**config.mk**
```make
export PLATFORM = sky130hd
export DESIGN_NAME = asfi_serial_frame
export DESIGN_NICKNAME = d
export VERILOG_FILES = /design/src/hw/asfi_pkg.sv /design/src/hw/asfi_stream_if.sv /design/src/hw/asfi_pin_sync.sv /design/src/hw/asfi_two_buf.sv /design/src/hw/asfi_serial_frame.sv
export SDC_FILE = /design/constraint.sdc
export NUM_CORES = 1
export LEC_CHECK = 0
export BUFFER_PORTS_ARGS = -buffer_cell sky130_fd_sc_hd__clkbuf_2
export CORE_MARGIN = 3
export CORE_UTILIZATION = 47
export DETAILED_ROUTE_END_ITERATION = 8
export PLACE_DENSITY_LB_ADDON = 0.25
export SKIP_LAST_GASP = 1
export SLEW_MARGIN = 20
export SYNTH_ARGS = -nofsm -noshare
export SYNTH_HDL_FRONTEND = slang
export SYNTH_SLANG_ARGS = --single-unit
```
**constraint.sdc**
```tcl
create_clock -name pclk -period 5 [get_ports pclk]
set_input_delay 1 -clock pclk [delete_from_list [all_inputs] [get_ports pclk]]
set_output_delay 1 -clock pclk [all_outputs]
set_load 0.05 [all_outputs]
```
**src/hw/asfi_pkg.sv**
```systemverilog
package asfi_pkg;
    // ************************************************************
    // frame and control word layout
    // ************************************************************
    localparam int DATA_W = 12;
    localparam int CTRL_W = 12;
    localparam int FRAME_W = 16;
    localparam int CHAN_W = 2;
    localparam int CNT_W = 5;
    localparam logic [CNT_W-1:0] LOAD_EDGE = 5'h0c;
    localparam logic [CNT_W-1:0] MUX_EDGE = 5'h0e;
    localparam logic [CNT_W-1:0] LAST_EDGE = 5'h10;
    localparam int CB_WRITE = 11;
    localparam int CB_SEQUENCER_CTRL_HI = 10;
    localparam int CB_ADD_HI = 7;
    localparam int CB_ADD_LO = 6;
    localparam int CB_SEQUENCER_CTRL_LO = 3;
    localparam int CB_RANGE = 1;
    localparam int CB_CODING = 0;
    localparam logic [CTRL_W-1:0] CTRL_RESET = 12'h000;
    // ************************************************************
    // register map
    // ************************************************************
    localparam int AW = 8;
    localparam logic [AW-1:0] ADDR_CTRL = 8'h00;
    localparam logic [AW-1:0] ADDR_STATUS = 8'h04;
    localparam logic [AW-1:0] ADDR_LAST = 8'h08;
    localparam int ST_BUSY = 0;
    localparam int ST_UNDER = 1;
    localparam int ST_CHAN = 4;
    localparam int ST_FRAMES = 8;
    localparam int FRAMES_W = 8;

    typedef enum logic [1:0] {
        LS_IDLE = 2'b00,
        LS_FRAME = 2'b01,
        LS_DONE = 2'b10
    } asfi_link_state_type;

    // twos complement is straight binary with the msb turned over
    function automatic logic [DATA_W-1:0] asfi_code(
        input logic [DATA_W-1:0] raw, input logic twos);
        asfi_code = raw ^ {twos, 11'h000};
    endfunction

    // channel after cur: consecutive run 0..addr, or the address itself
    function automatic logic [CHAN_W-1:0] asfi_next_chan(
        input logic [CTRL_W-1:0] ctrl, input logic [CHAN_W-1:0] cur);
        logic [CHAN_W-1:0] addr;
        addr = ctrl[CB_ADD_HI:CB_ADD_LO];
        if (ctrl[CB_SEQUENCER_CTRL_HI] && ctrl[CB_SEQUENCER_CTRL_LO]) begin
            asfi_next_chan = (cur == addr) ? 2'h0 : cur + 2'h1;
        end else begin
            asfi_next_chan = addr;
        end
    endfunction
endpackage

```
**src/hw/asfi_stream_if.sv**
```systemverilog
`timescale 1ns/1ns
`default_nettype none
interface asfi_stream_if #(parameter int W = 12);
    logic [W-1:0] data;
    logic valid;
    logic ready;
    modport src(output data, output valid, input ready);
    modport snk(input data, input valid, output ready);
endinterface
`default_nettype wire

```
**src/hw/asfi_pin_sync.sv**
```systemverilog
`timescale 1ns/1ns
`default_nettype none
module asfi_pin_sync #(
    parameter int W = 3,
    parameter logic [W-1:0] IDLE_VAL = '0
) (
    input wire logic pclk,
    input wire logic presetn,
    input wire logic [W-1:0] pin_in,
    output logic [W-1:0] pin_sync
);
    typedef struct packed {
        logic [W-1:0] s1;
        logic [W-1:0] s2;
    } asfi_sync_type;
    asfi_sync_type s_r, s_nxt;

    // first stage feeds the second and nothing else
    always_comb begin
        s_nxt.s1 = pin_in;
        s_nxt.s2 = s_r.s1;
    end

    always_ff @(posedge pclk or negedge presetn) begin
        if (!presetn) begin
            s_r <= {IDLE_VAL, IDLE_VAL};
        end else begin
            s_r <= s_nxt;
        end
    end

    assign pin_sync = s_r.s2;
endmodule
`default_nettype wire

```
**src/hw/asfi_two_buf.sv**
```systemverilog
`timescale 1ns/1ns
`default_nettype none
module asfi_two_buf #(
    parameter int W = 12,
    parameter int DEPTH = 2
) (
    input wire logic pclk,
    input wire logic presetn,
    asfi_stream_if.snk fill,
    asfi_stream_if.src drain
);
    localparam int PW = (DEPTH > 1) ? $clog2(DEPTH) : 1;
    generate
        if (DEPTH < 2 || (DEPTH & (DEPTH - 1)) != 0) begin : g_bad
            $error("asfi_two_buf: DEPTH must be a power of two >= 2");
        end
    endgenerate

    typedef struct packed {
        logic [DEPTH-1:0][W-1:0] mem;
        logic [PW-1:0] wr;
        logic [PW-1:0] rd;
        logic [PW:0] cnt;
        logic not_full;
    } asfi_buf_type;
    asfi_buf_type s_r, s_nxt;

    logic push;
    logic pop;

    // ready is kept in a flop so the source never sees a comb path
    always_comb begin
        s_nxt = s_r;
        push = fill.valid && s_r.not_full;
        pop = drain.ready && (s_r.cnt != '0);
        if (push) begin
            s_nxt.mem[s_r.wr] = fill.data;
            s_nxt.wr = s_r.wr + 1'b1;
        end
        if (pop) begin
            s_nxt.rd = s_r.rd + 1'b1;
        end
        s_nxt.cnt = s_r.cnt + {{PW{1'b0}}, push} - {{PW{1'b0}}, pop};
        s_nxt.not_full = (s_nxt.cnt != DEPTH[PW:0]);
    end

    always_ff @(posedge pclk or negedge presetn) begin
        if (!presetn) begin
            s_r <= '{mem: '0, wr: '0, rd: '0, cnt: '0, not_full: 1'b1};
        end else begin
            s_r <= s_nxt;
        end
    end

    assign fill.ready = s_r.not_full;
    assign drain.valid = (s_r.cnt != '0);
    assign drain.data = s_r.mem[s_r.rd];
endmodule
`default_nettype wire

```
**src/hw/asfi_serial_frame.sv**
```systemverilog
// Overview of operation
// - shift clock moves the data and paces each conversion
// - control bits on the serial input are taken on shift clock falls
// - select falling starts a conversion and opens the frame
// - two-bit channel field picks one of four inputs for the mux
// - sequencer bits with address run consecutive channels in turn
// - one range bit sets the span for every channel
// - frame is two zeros, channel tag, twelve result bits msb first
// - coding bit picks straight binary or twos complement
// - output bits change on shift clock falling edges
// - sixteen clocks per frame, only first twelve bits load, msb first
// - first bit qualifies the write; zero leaves the register as is
// - mux moves to the next channel on the fourteenth fall
//
// The APB interface to the registers and the address map are this design's own decisions.
`timescale 1ns/1ns
`default_nettype none
module asfi_serial_frame #(
    parameter int BUF_DEPTH = 2
) (
    input wire logic pclk,
    input wire logic presetn,
    input wire logic [asfi_pkg::AW-1:0] paddr,
    input wire logic psel,
    input wire logic penable,
    input wire logic pwrite,
    input wire logic [31:0] pwdata,
    output logic [31:0] prdata,
    output logic pready,
    output logic pslverr,
    input wire logic cs_n,
    input wire logic sclk,
    input wire logic din,
    output logic dout,
    output logic dout_oe_n,
    input wire logic [asfi_pkg::DATA_W-1:0] conv_data,
    input wire logic conv_valid,
    output logic conv_ready,
    output logic [asfi_pkg::CHAN_W-1:0] mux_chan,
    output logic range_double
);
    import asfi_pkg::*;

    // ************************************************************
    // pin synchronisers and result buffer
    // ************************************************************
    logic [2:0] pins_s;
    logic cs_s;
    logic sclk_s;
    logic din_s;

    asfi_pin_sync #(.W(3), .IDLE_VAL(3'h6)) u_sync (
        .pclk(pclk),
        .presetn(presetn),
        .pin_in({cs_n, sclk, din}),
        .pin_sync(pins_s)
    );
    assign cs_s = pins_s[2];
    assign sclk_s = pins_s[1];
    assign din_s = pins_s[0];

    asfi_stream_if #(.W(DATA_W)) conv_in ();
    asfi_stream_if #(.W(DATA_W)) conv_out ();
    assign conv_in.data = conv_data;
    assign conv_in.valid = conv_valid;
    assign conv_ready = conv_in.ready;

    // a stalled core waits here instead of dropping a result
    asfi_two_buf #(.W(DATA_W), .DEPTH(BUF_DEPTH)) u_buf (
        .pclk(pclk),
        .presetn(presetn),
        .fill(conv_in),
        .drain(conv_out)
    );

    // ************************************************************
    // state
    // ************************************************************
    typedef struct packed {
        asfi_link_state_type st;
        logic [CTRL_W-1:0] ctrl;
        logic [CHAN_W-1:0] chan;
        logic [CNT_W-1:0] cnt;
        logic [CTRL_W-1:0] rx;
        logic [FRAME_W-1:0] tx;
        logic [FRAME_W-1:0] last;
        logic [FRAMES_W-1:0] frames;
        logic under;
        logic cs_d;
        logic sclk_d;
        logic dout;
        logic oe_n;
        logic [31:0] prdata;
        logic pready;
        logic pslverr;
    } asfi_top_type;
    asfi_top_type s_r, s_nxt;

    logic cs_fall;
    logic cs_rise;
    logic sclk_fall;
    logic apb_take;
    logic apb_wr_ctrl;
    logic [CTRL_W-1:0] rx_shift;
    logic mux_hit;
    logic [CNT_W-1:0] cnt_inc;
    logic [DATA_W-1:0] coded;

    assign cs_fall = s_r.cs_d && !cs_s;
    assign cs_rise = !s_r.cs_d && cs_s;
    assign sclk_fall = s_r.sclk_d && !sclk_s;
    assign apb_take = psel && penable && !s_r.pready;
    assign apb_wr_ctrl = apb_take && pwrite && (paddr == ADDR_CTRL);
    assign rx_shift = {s_r.rx[CTRL_W-2:0], din_s};
    assign cnt_inc = s_r.cnt + 5'h01;
    assign mux_hit = (s_r.st == LS_FRAME) && !cs_s && sclk_fall &&
        (cnt_inc == MUX_EDGE);
    assign coded = asfi_code(conv_out.data, s_r.ctrl[CB_CODING]);
    // the result is taken at the very edge that samples the input
    assign conv_out.ready = (s_r.st == LS_IDLE) && cs_fall;

    // ************************************************************
    // next state
    // ************************************************************
    always_comb begin
        s_nxt = s_r;
        s_nxt.cs_d = cs_s;
        s_nxt.sclk_d = sclk_s;
        s_nxt.pready = 1'b0;
        s_nxt.pslverr = 1'b0;
        s_nxt.prdata = 32'h0000_0000;

        // register bus: answer one cycle into the access phase
        if (apb_take) begin
            s_nxt.pready = 1'b1;
            case (paddr)
                ADDR_CTRL: begin
                    if (pwrite) begin
                        s_nxt.ctrl = pwdata[CTRL_W-1:0];
                    end else begin
                        s_nxt.prdata = {20'h00000, s_r.ctrl};
                    end
                end
                ADDR_STATUS: begin
                    if (pwrite) begin
                        if (pwdata[ST_UNDER]) begin
                            s_nxt.under = 1'b0;
                        end
                    end else begin
                        s_nxt.prdata[ST_BUSY] = (s_r.st != LS_IDLE);
                        s_nxt.prdata[ST_UNDER] = s_r.under;
                        s_nxt.prdata[ST_CHAN +: CHAN_W] = s_r.chan;
                        s_nxt.prdata[ST_FRAMES +: FRAMES_W] = s_r.frames;
                    end
                end
                ADDR_LAST: begin
                    s_nxt.prdata = {16'h0000, s_r.last};
                    s_nxt.pslverr = pwrite;
                end
                default: begin
                    s_nxt.pslverr = 1'b1;
                end
            endcase
        end

        case (s_r.st)
            LS_IDLE: begin
                s_nxt.oe_n = 1'b1;
                s_nxt.dout = 1'b0;
                if (cs_fall) begin
                    // conversion of the current mux channel begins here
                    s_nxt.st = LS_FRAME;
                    s_nxt.cnt = '0;
                    s_nxt.oe_n = 1'b0;
                    s_nxt.tx = {2'b00, s_r.chan, coded};
                    if (!conv_out.valid) begin
                        s_nxt.tx[DATA_W-1:0] = '0;
                        s_nxt.under = 1'b1;
                    end
                    s_nxt.last = s_nxt.tx;
                    s_nxt.dout = 1'b0;
                end
            end
            LS_FRAME, LS_DONE: begin
                if (cs_s) begin
                    s_nxt.st = LS_IDLE;
                    s_nxt.oe_n = 1'b1;
                    s_nxt.dout = 1'b0;
                    if (s_r.st == LS_DONE) begin
                        s_nxt.frames = s_r.frames + 8'h01;
                    end
                end else if (sclk_fall && s_r.st == LS_FRAME) begin
                    // every step is paced by the shift clock alone
                    s_nxt.cnt = cnt_inc;
                    s_nxt.tx = {s_r.tx[FRAME_W-2:0], 1'b0};
                    s_nxt.dout = s_r.tx[FRAME_W-2];
                    if (s_r.cnt < LOAD_EDGE) begin
                        s_nxt.rx = rx_shift;
                    end
                    if (cnt_inc == LOAD_EDGE && s_r.rx[CTRL_W-2]) begin
                        s_nxt.ctrl = rx_shift;
                    end
                    if (mux_hit) begin
                        s_nxt.chan = asfi_next_chan(s_nxt.ctrl,
                            s_r.chan);
                    end
                    if (cnt_inc == LAST_EDGE) begin
                        s_nxt.st = LS_DONE;
                    end
                end
            end
            default: begin
                s_nxt.st = LS_IDLE;
            end
        endcase
        // under-run that hits during its clear still shows
        if (s_r.st == LS_IDLE && cs_fall && !conv_out.valid) begin
            s_nxt.under = 1'b1;
        end
    end

    always_ff @(posedge pclk or negedge presetn) begin
        if (!presetn) begin
            s_r <= '{st: LS_IDLE, ctrl: CTRL_RESET, chan: '0, cnt: '0,
                rx: '0, tx: '0, last: '0, frames: '0, under: 1'b0,
                cs_d: 1'b1, sclk_d: 1'b1, dout: 1'b0, oe_n: 1'b1,
                prdata: 32'h0000_0000, pready: 1'b0, pslverr: 1'b0};
        end else begin
            s_r <= s_nxt;
        end
    end

    // ************************************************************
    // outputs
    // ************************************************************
    assign prdata = s_r.prdata;
    assign pready = s_r.pready;
    assign pslverr = s_r.pslverr;
    assign dout = s_r.dout;
    assign dout_oe_n = s_r.oe_n;
    assign mux_chan = s_r.chan;
    assign range_double = s_r.ctrl[CB_RANGE];
endmodule
`default_nettype wire

```
==> results of run 1 <==
cell type report:
class | count | area (sq um)
fillers | 1043 | 5385
inverters | 12 | 45.04
flip-flops and latches | 127 | 3188
repair buffers | 69 | 360.3
clock inverters | 6 | 110.1
multi-input cells | 356 | 2484
well taps | 168 | 210.2
clock buffers | 26 | 479.2
worst max-delay path by stage:
stage | from | end | slack [ns] | depth (start not counted)
finish | s_r[110]$_DFFE_PN0P_ | u_buf.fill.ready$_DFF_PN1_ | 2.46 | 11
global route | s_r[110]$_DFFE_PN0P_ | u_buf.fill.ready$_DFF_PN1_ | 2.24 | 11
CTS | s_r[110]$_DFFE_PN0P_ | u_buf.fill.ready$_DFF_PN1_ | 2.44 | 11
detailed placement | paddr[1] | mux_chan[1]$_DFFE_PN0P_ | 2.14 | 7
global placement | paddr[1] | mux_chan[1]$_DFFE_PN0P_ | 2.15 | 7
floorplan | paddr[1] | mux_chan[1]$_DFFE_PN0P_ | 2.60 | 6
layout by cell type, fill, tap and decap left out, drive strengths merged, types with 10 or more instances in the layout:
| master | Yosys | routed |
|---|---|---|
| mux2i | 24 | 24 |
| nand3 | 14 | 14 |
| a21oi | 11 | 11 |
| inv | 12 | 12 |
| a221oi | 14 | 14 |
| nand2 | 42 | 42 |
| o21ai | 27 | 27 |
| ha | 10 | 10 |
| dfrtp | 119 | 119 |
| xnor2 | 10 | 10 |
| conb | 1 | 16 |
| mux2 | 50 | 50 |
| nor2 | 63 | 63 |
| clkbuf | 10 | 89 |
routing by layer:
layer,share of wire,routed length [microns]
met4,0.014,174
met5,0,0
met1,0.46,5663
met2,0.47,5747
met3,0.049,603
synth_stat cells (2+ instances only):
library cell | instances | share of area
buf_2 | 11 | 0.0091
dfrtp_1 | 119 | 0.49
mux2_2 | 50 | 0.093
and2_1 | 3 | 0.0031
or2_2 | 3 | 0.0031
nor3_1 | 4 | 0.0033
and3b_1 | 2 | 0.0029
a211oi_1 | 2 | 0.0025
a222oi_1 | 8 | 0.013
a21oi_1 | 10 | 0.0083
ha_1 | 10 | 0.021
a221oi_1 | 13 | 0.019
clkbuf_1 | 10 | 0.0062
xor2_1 | 3 | 0.0044
nand2_1 | 42 | 0.026
xnor2_1 | 10 | 0.015
and3_1 | 5 | 0.0052
mux2i_1 | 24 | 0.040
nor2b_1 | 3 | 0.0031
a22oi_1 | 6 | 0.0075
o2111ai_1 | 2 | 0.0029
nand2b_1 | 5 | 0.0052
buf_4 | 35 | 0.044
dfstp_2 | 8 | 0.035
a221o_1 | 2 | 0.0033
nor2_1 | 63 | 0.039
nand3_1 | 14 | 0.012
inv_1 | 11 | 0.0069
nand3b_1 | 4 | 0.0050
o21ai_0 | 26 | 0.022
buf_1 | 3 | 0.0019
critical path, cell delays in order (launching register included):
cell and delay [ns]:
dfrtp_1 0.41, inv_1 0.10, ha_1 0.29, inv_1 0.10, or2_2 0.50, nor2_1 0.24, ha_1 0.26, inv_1 0.05
ha_1 0.14, xnor2_1 0.13, xnor2_1 0.16, nand2b_1 0.08
registers in the layout (all words and copies together), names as in the netlist:
| register | flops |
|---|---|
| dout_oe_n | 1 |
| rx_shift | 11 |
| pslverr | 1 |
| s_r | 58 |
| mux_chan | 2 |
| pready | 1 |
| u_sync.pin_sync | 3 |
| prdata | 16 |
| range_double | 1 |
| dout | 1 |
| u_sync.s_nxt | 3 |
| u_buf.s_r | 28 |
| u_buf.fill.ready | 1 |
cell families after synthesis:
family                   count (synthesis)  synth area share
AO/OA/AOI/OAI                           85            0.1013
AND/OR/NAND/NOR                        158            0.1279
flip-flops                             127            0.5290
XOR/XNOR                                13           0.01889
adder cells (fa/ha/maj)                 10           0.02076
multiplexers                            74            0.1333
other                                    1         0.0006222
buffers and inverters                   71           0.06830
where the power goes:
part / switching, mW / internal (mW) / leakage [nW]
Clock: 0.420 / 0.810 / 0.279
Sequential: 0.177 / 1.28 / 1.57
Combinational: 0.455 / 0.365 / 1.38
Total: 1.05 / 2.46 / 3.23
==> flow_summary.ini, run 1 <==
[timing]
period_share = 0.5081
finalSetupViolCount = 0
finalCriticalPeriod_ns = 2.541
slew-limit-headroom = 0.3859
tns_ns = 0
postLayoutSetupSlackWorst_ns = 2.459
fmax_ghz = 0.3936
hold_slack_ns = 0.3476
hold_viol_final = 0
rsz0062_at_grt = no
finalMaxSlewViolations = 0
skew_ns = 0.008631
tightest_slew_ns = 0.9171

[setup_path]
cp.arrival_ns = 2.87
crit_path_end_kind = register
critPathKind = reg -> reg
path_max_fanout = 20
reg2reg_slack_ns = 2.46
startpoint_type = register
r2r-end = u_buf.fill.ready$_DFF_PN1_
rr_worst_depth = 11
crit_required_ns = 5.33
regToRegStartpoint = s_r[110]$_DFFE_PN0P_

[synthesis]
ys_warn_count = 0
syn_area_sq_um = 6027
synth-edff-count = 0
synth.avg_cell_area_sq_um = 11.18
post_synth_num_cell_types = 59
synth-seq-cells = 127
synth_seq_area_share = 0.5290
async_flop_share = 1.000
synth_ff_type = dfrtp_1
synthCells = 539

[final_layout]
final_area_sq_um = 6877
drive_gt1_frac = 0.2752
area_delta_synth_final_pct = 14.10
finalCoreUtilization = 0.5608
nNetsFinal = 654
final_cells = 764
n_antenna_cell = 0

[global_routing]
met3_usage = 0.04274
busiest_layer = met2
use_met2 = 0.2805
grt_use_met1 = 0.2434
grt_pass1_wl_mm = 20.23
grtUsageTotal = 0.1774
grt_max_degree = 68
grt-ovfl-total = 0
antenna_found_initial = 0
grt_pass1_vias = 4006

[floorplanning]
start_util = 0.4915
coreArea_sq_um = 12260
die-height_microns = 119.2
rows = 40
die_w_microns = 119.2
ios = 101
dieArea_sq_um = 14220

[cts]
path_clk_slew_ns = 0.06
numClockSinks = 127
cts_setup_buffers = 0
ctsHoldBuffers = 0
clock_latency_ns = 0.40
ctsResizeCount = 0
cts_buffers = 17
cts_root_buf = clkbuf_16
h-tree-depth = 4
cts_buffer_depth = 2
cts_tree = built

[routing]
drcViolationCount = 0
avgViaCountPerCell = 5.338
vias = 4078
ant_nets = 0
post_drt_wl_per_cell_microns = 15.95
drt-pass1-iter-count = 6
wl_mm = 12.19
drt_iter0_drc = 193

[placed_design]
dpl.cell_count = 732
dp_slack_ns = 2.137
placed_area_sq_um = 6287
hpwl_mm = 8.722
portBuffers = 64
place.gp.congestion = 0.8534

[min_path]
hold_path_depth = 0
min_path_type = reg -> reg
hold_end = u_sync.pin_sync[0]$_DFF_PN0_
hp-start = u_sync.s_nxt[0]$_DFF_PN0_

[outcome]
status = complete, no violations

[flow_run]
cap_violations = 0

[power_and_ir_drop]
p_per_area_nw_per_um2 = 510.6
p_leak_nw = 3.229
ir_drop_mv = 0.3681
power_mw = 3.511
(Power assumes the default switching activity.)
==> inputs of run 2 (changes only) <==
- clock period: 5 -> 2.4 ns (I/O delays scaled with it)
==> run 2 against run 1 <==
Against the previous run: sequential power increased by 110%; first-iteration DRC count increased by 59%; die area unchanged; largest cell class unchanged.
==> flow_summary.ini, run 2 (synthesized netlist as in run 1, its figures left out) <==
[outcome]
status = complete, no violations

[placed_design]
hpwl_mm = 8.912
place.gp.congestion = 0.8658
portBuffers = 64

[final_layout]
drive_gt1_frac = 0.2829
nNetsFinal = 666
top_register = s_r
fillers = 1053
largest_reg_flops = 58
finalCoreUtilization = 0.5637
mostFrequentLayoutCells = dfrtp_1, nor2_1, clkbuf_2, mux2_2, nand2_1
area_delta_synth_final_pct = 14.68
layout_commonest_cell = dfrtp_1
n_antenna_cell = 0

[global_routing]
grt_pass1_vias = 4065
grt_pass1_wl_mm = 20.57
grtUsageTotal = 0.1825
antenna_found_initial = 0
grt-ovfl-total = 0
grt_max_degree = 58

[setup_path]
regToRegStartpoint = s_r[111]$_DFFE_PN0P_
path_max_fanout = 21
crit_buf_inv = 1
cp_slowest_cell = a221o_1
crit_required_ns = 2.73
cp.arrival_ns = 2.50
critPathKind = reg -> reg
path_cells = inv_1 > ha_1 > and3b_1 > nand2b_1 > a221o_1 > nor3_1 > a21oi_1 > o21ai_0
cp_top_family = compound AO/OA/AOI/OAI gates
startpoint_type = register
crit_path_end_kind = register
crit_start = s_r[111]$_DFFE_PN0P_
max_stage_delay_ns = 0.57

[timing]
slew-limit-headroom = 0.4025
tns_ns = 0
finalSetupViolCount = 0
period_share = 0.9050
hold_viol_final = 0
hold_slack_ns = 0.01651
finalMaxSlewViolations = 0
skew_ns = 0.006501
finalCriticalPeriod_ns = 2.172
tightest_slew_ns = 0.8930
rsz0062_at_grt = no
fmax_ghz = 0.4604

[cts]
ctsResizeCount = 0
cts_buffers = 17
numClockSinks = 127
ctsHoldBuffers = 0
clock_latency_ns = 0.41
cts_setup_buffers = 0
path_clk_slew_ns = 0.05
h-tree-depth = 4
cts_tree = built
cts_buffer_depth = 2
cts_root_buf = clkbuf_16

[floorplanning]
coreArea_sq_um = 12260
dieArea_sq_um = 14220
rows = 40
die_w_microns = 119.2
start_util = 0.4915
ios = 101
die-height_microns = 119.2

[routing]
vias = 4081
wl_mm = 12.23
post_drt_wl_per_cell_microns = 15.77
drt-pass1-iter-count = 5
avgViaCountPerCell = 5.259
drcViolationCount = 0
drt_iter0_drc = 306
ant_nets = 0

[power_and_ir_drop]
power_mw = 7.059
p_per_area_nw_per_um2 = 1021
ir_drop_mv = 0.7614
p_leak_nw = 3.265

[flow_run]
cap_violations = 0

[min_path]
min_path_type = in -> async
run 2: area by class of cell:
type	instances	area, sq um	area share
well taps	168	210.2	0.03041
multi-input cells	356	2484	0.3593
repair buffers	81	462.9	0.06698
inverters	12	45.04	0.006517
flip-flops and latches	127	3188	0.4613
clock buffers	32	521.8	0.07549
run 2: path summary, 6_finish.rpt:
check	to	slack, ns	cells past startpoint
min in group pclk	u_sync.s_nxt[2]$_DFF_PN1_	0.15	1
max in group asynchronous	u_buf.fill.ready$_DFF_PN1_	1.64	2
hold / removal	prdata[14]$_DFF_PN0_	0.02	1
setup / recovery	s_r[94]$_DFFE_PN0P_	0.23	8
hold reg to reg	u_sync.pin_sync[0]$_DFF_PN0_	0.35	0
setup reg to reg	s_r[94]$_DFFE_PN0P_	0.23	8
run 2: report_power, final:
| group | internal [mW] | total [mW] | leakage [nW] | switching (mW) |
|---|---|---|---|---|
| sequential | 2.68 | 3.01 | 1.57 | 0.334 |
| clock | 1.43 | 2.27 | 0.251 | 0.841 |
| combinational | 0.801 | 1.77 | 1.44 | 0.973 |
| total | 4.91 | 7.06 | 3.26 | 2.15 |
run 2: metrics by stage:
| step | worst slack (ns) | cells | cell area [sq um] |
|---|---|---|---|
| after global routing | 0.08914 | 776 | 6912 |
| after detailed placement | 0.2081 | 744 | 6390 |
| final | 0.2280 | 776 | 6912 |
| after global placement | 0.2616 | 744 | 6390 |
| after floorplan | 0.1417 | 554 | 6083 |
| after CTS | 0.2156 | 776 | 6912 |
run 2: per-layer routing:
metal	track usage	part of all wire	vias to the layer above
met5	0	0	-
met4	0.06517	0.013	0
met3	0.05033	0.058	16
met2	0.2798	0.46	115
met1	0.2494	0.46	1989
li1	-	-	1961
==> inputs of run 3 (changes only) <==
- CORE_MARGIN: 3 -> unset
==> run 3 against run 2 <==
Against the previous run: worst setup slack got worse by 0.036 ns; critical path depth fell by 1; cell area rose by 1.2%; via count rose by 0.66%.
==> flow_summary.ini, run 3 (synthesized netlist as in run 1, its figures left out) <==
[placed_design]
hpwl_mm = 8.400
place.gp.congestion = 0.8715
portBuffers = 64

[power_and_ir_drop]
p_per_area_nw_per_um2 = 1067
p_sw_mw = 2.263
seqPwrFrac = 0.403
p_sw_frac = 0.3030
clock_power_share = 0.358
intPower_mw = 5.204
p_leak_nw = 3.290
ir_drop_mv = 0.7566
pwr-share-comb = 0.239

[global_routing]
grt_pass1_vias = 3931
grt-ovfl-total = 0
grtUsageTotal = 0.1964
use_met2 = 0.3060
met3_usage = 0.04692
busiest_layer = met2
grt_use_met1 = 0.2582
grt_pass1_wl_mm = 19.54
antenna_found_initial = 0
grt_max_degree = 128

[final_layout]
area_delta_synth_final_pct = 16.07
top_register = s_r
drive_gt1_frac = 0.2992
layout_commonest_cell = dfrtp_1
n_antenna_cell = 0
largest_reg_flops = 58
fillers = 1111
nNetsFinal = 663
multi_input_comb_area_sq_um = 2486
mostFrequentLayoutCells = dfrtp_1, clkbuf_2, nor2_1, mux2_2, nand2_1
seq_area_sq_um = 3188

[cts]
cts_setup_buffers = 0
numClockSinks = 127
clock_latency_ns = 0.41
cts_buffer_depth = 2
cts_buffers = 17
h-tree-depth = 4
cts_tree = built
cts_root_buf = clkbuf_16
path_clk_slew_ns = 0.05

[routing]
avgViaCountPerCell = 5.287
drt-pass1-iter-count = 5
wl_mm = 12.12
post_drt_wl_per_cell_microns = 15.59
ant_nets = 0
drt_iter0_drc = 307
vias = 4108
drcViolationCount = 0

[setup_path]
regToRegStartpoint = s_r[111]$_DFFE_PN0P_
crit_path_end_kind = register
path_max_fanout = 21
crit_required_ns = 2.69
endpoint = s_r[76]$_DFFE_PN0P_
rr_worst_depth = 7
critPathKind = reg -> reg
crit_start = s_r[111]$_DFFE_PN0P_
reg2reg_slack_ns = 0.19
cp.arrival_ns = 2.50
startpoint_type = register
r2r-end = s_r[76]$_DFFE_PN0P_

[timing]
rsz0062_at_grt = no
finalMaxSlewViolations = 0
fmax_ghz = 0.4530
skew_ns = 0.004637
hold_viol_final = 0
finalCriticalPeriod_ns = 2.208
period_share = 0.9199
hold_slack_ns = 0.1457
tightest_slew_ns = 0.7687
tns_ns = 0
slew-limit-headroom = 0.4874
finalSetupViolCount = 0

[floorplanning]
die-height_microns = 115.2
dieArea_sq_um = 13280
start_util = 0.4795
coreArea_sq_um = 12570
ios = 101
rows = 41
die_w_microns = 115.2

[flow_run]
cap_violations = 0

[outcome]
status = complete, no violations

[min_path]
min_path_type = in -> async
[run 3: cell type report]
| type | instances | area share |
|---|---|---|
| Multi-Input combinational cell | 356 | 0.3554 |
| Clock inverter | 15 | 0.02790 |
| Inverter | 12 | 0.006439 |
| Clock buffer | 17 | 0.06081 |
| Sequential cell | 127 | 0.4557 |
| Timing Repair Buffer | 78 | 0.06296 |
| Tap cell | 172 | 0.03076 |
[run 3: power groups by stage]
stage          Sequential (mW)  Clock (mW)  Combinational (mW)
5_1_grt                   3.06        2.81                1.99
3_5_place_dp              3.03           0                1.80
6_report                  3.01        2.67                1.79
2_1_floorplan             2.97           0                1.34
3_3_place_gp              3.01           0                1.75
4_1_cts                   3.00        2.72                1.81
[run 3: metrics by stage]
step                power (mW)  setup WS (ns)  utilization  instance area, sq um  std cells
finish                   7.467         0.1923       0.5566                  6995        777
global route             7.867        0.04439       0.5566                  6995        777
CTS                      7.529         0.1995       0.5564                  6993        777
detailed placement       4.829         0.2116       0.5070                  6372        745
global placement         4.758         0.2581       0.5070                  6372        745
floorplan                4.303         0.1417            -                  6083        554
[run 3: what timing repair did]
action | in CTS | in global routing
setup endpoints to repair | 0 | 1
resized for setup | 0 | 1
hold buffers | 0 | 0
[run 3: worst min path at each step]
stage,endpoint,slack (ns),startpoint,cells after the start
final,s_r[100]$_DFF_PN0_,0.15,presetn,2
after global placement,u_sync.pin_sync[0]$_DFF_PN0_,0.33,u_sync.s_nxt[0]$_DFF_PN0_,0
after detailed placement,u_sync.pin_sync[0]$_DFF_PN0_,0.34,u_sync.s_nxt[0]$_DFF_PN0_,0
after global routing,u_sync.s_nxt[1]$_DFF_PN1_,0.13,sclk,1
after CTS,u_sync.s_nxt[1]$_DFF_PN1_,0.12,sclk,1
after floorplan,dout$_DFFE_PN0P_,0.18,presetn,0
[run 3: worst max-delay path: stages (launching register included)]
cell and delay (ns):
dfrtp_1 0.41, inv_1 0.09, ha_1 0.18, and3b_1 0.25, nand2b_1 0.10, a221o_1 0.59, a221oi_1 0.39, nor2_1 0.07
[run 3: per-layer routing]
| metal | wire, microns | vias to the layer above |
|---|---|---|
| li1 | - | 1949 |
| met1 | 5592 | 2013 |
| met2 | 5695 | 130 |
| met3 | 557 | 16 |
| met4 | 270 | 0 |
| met5 | 0 | - |
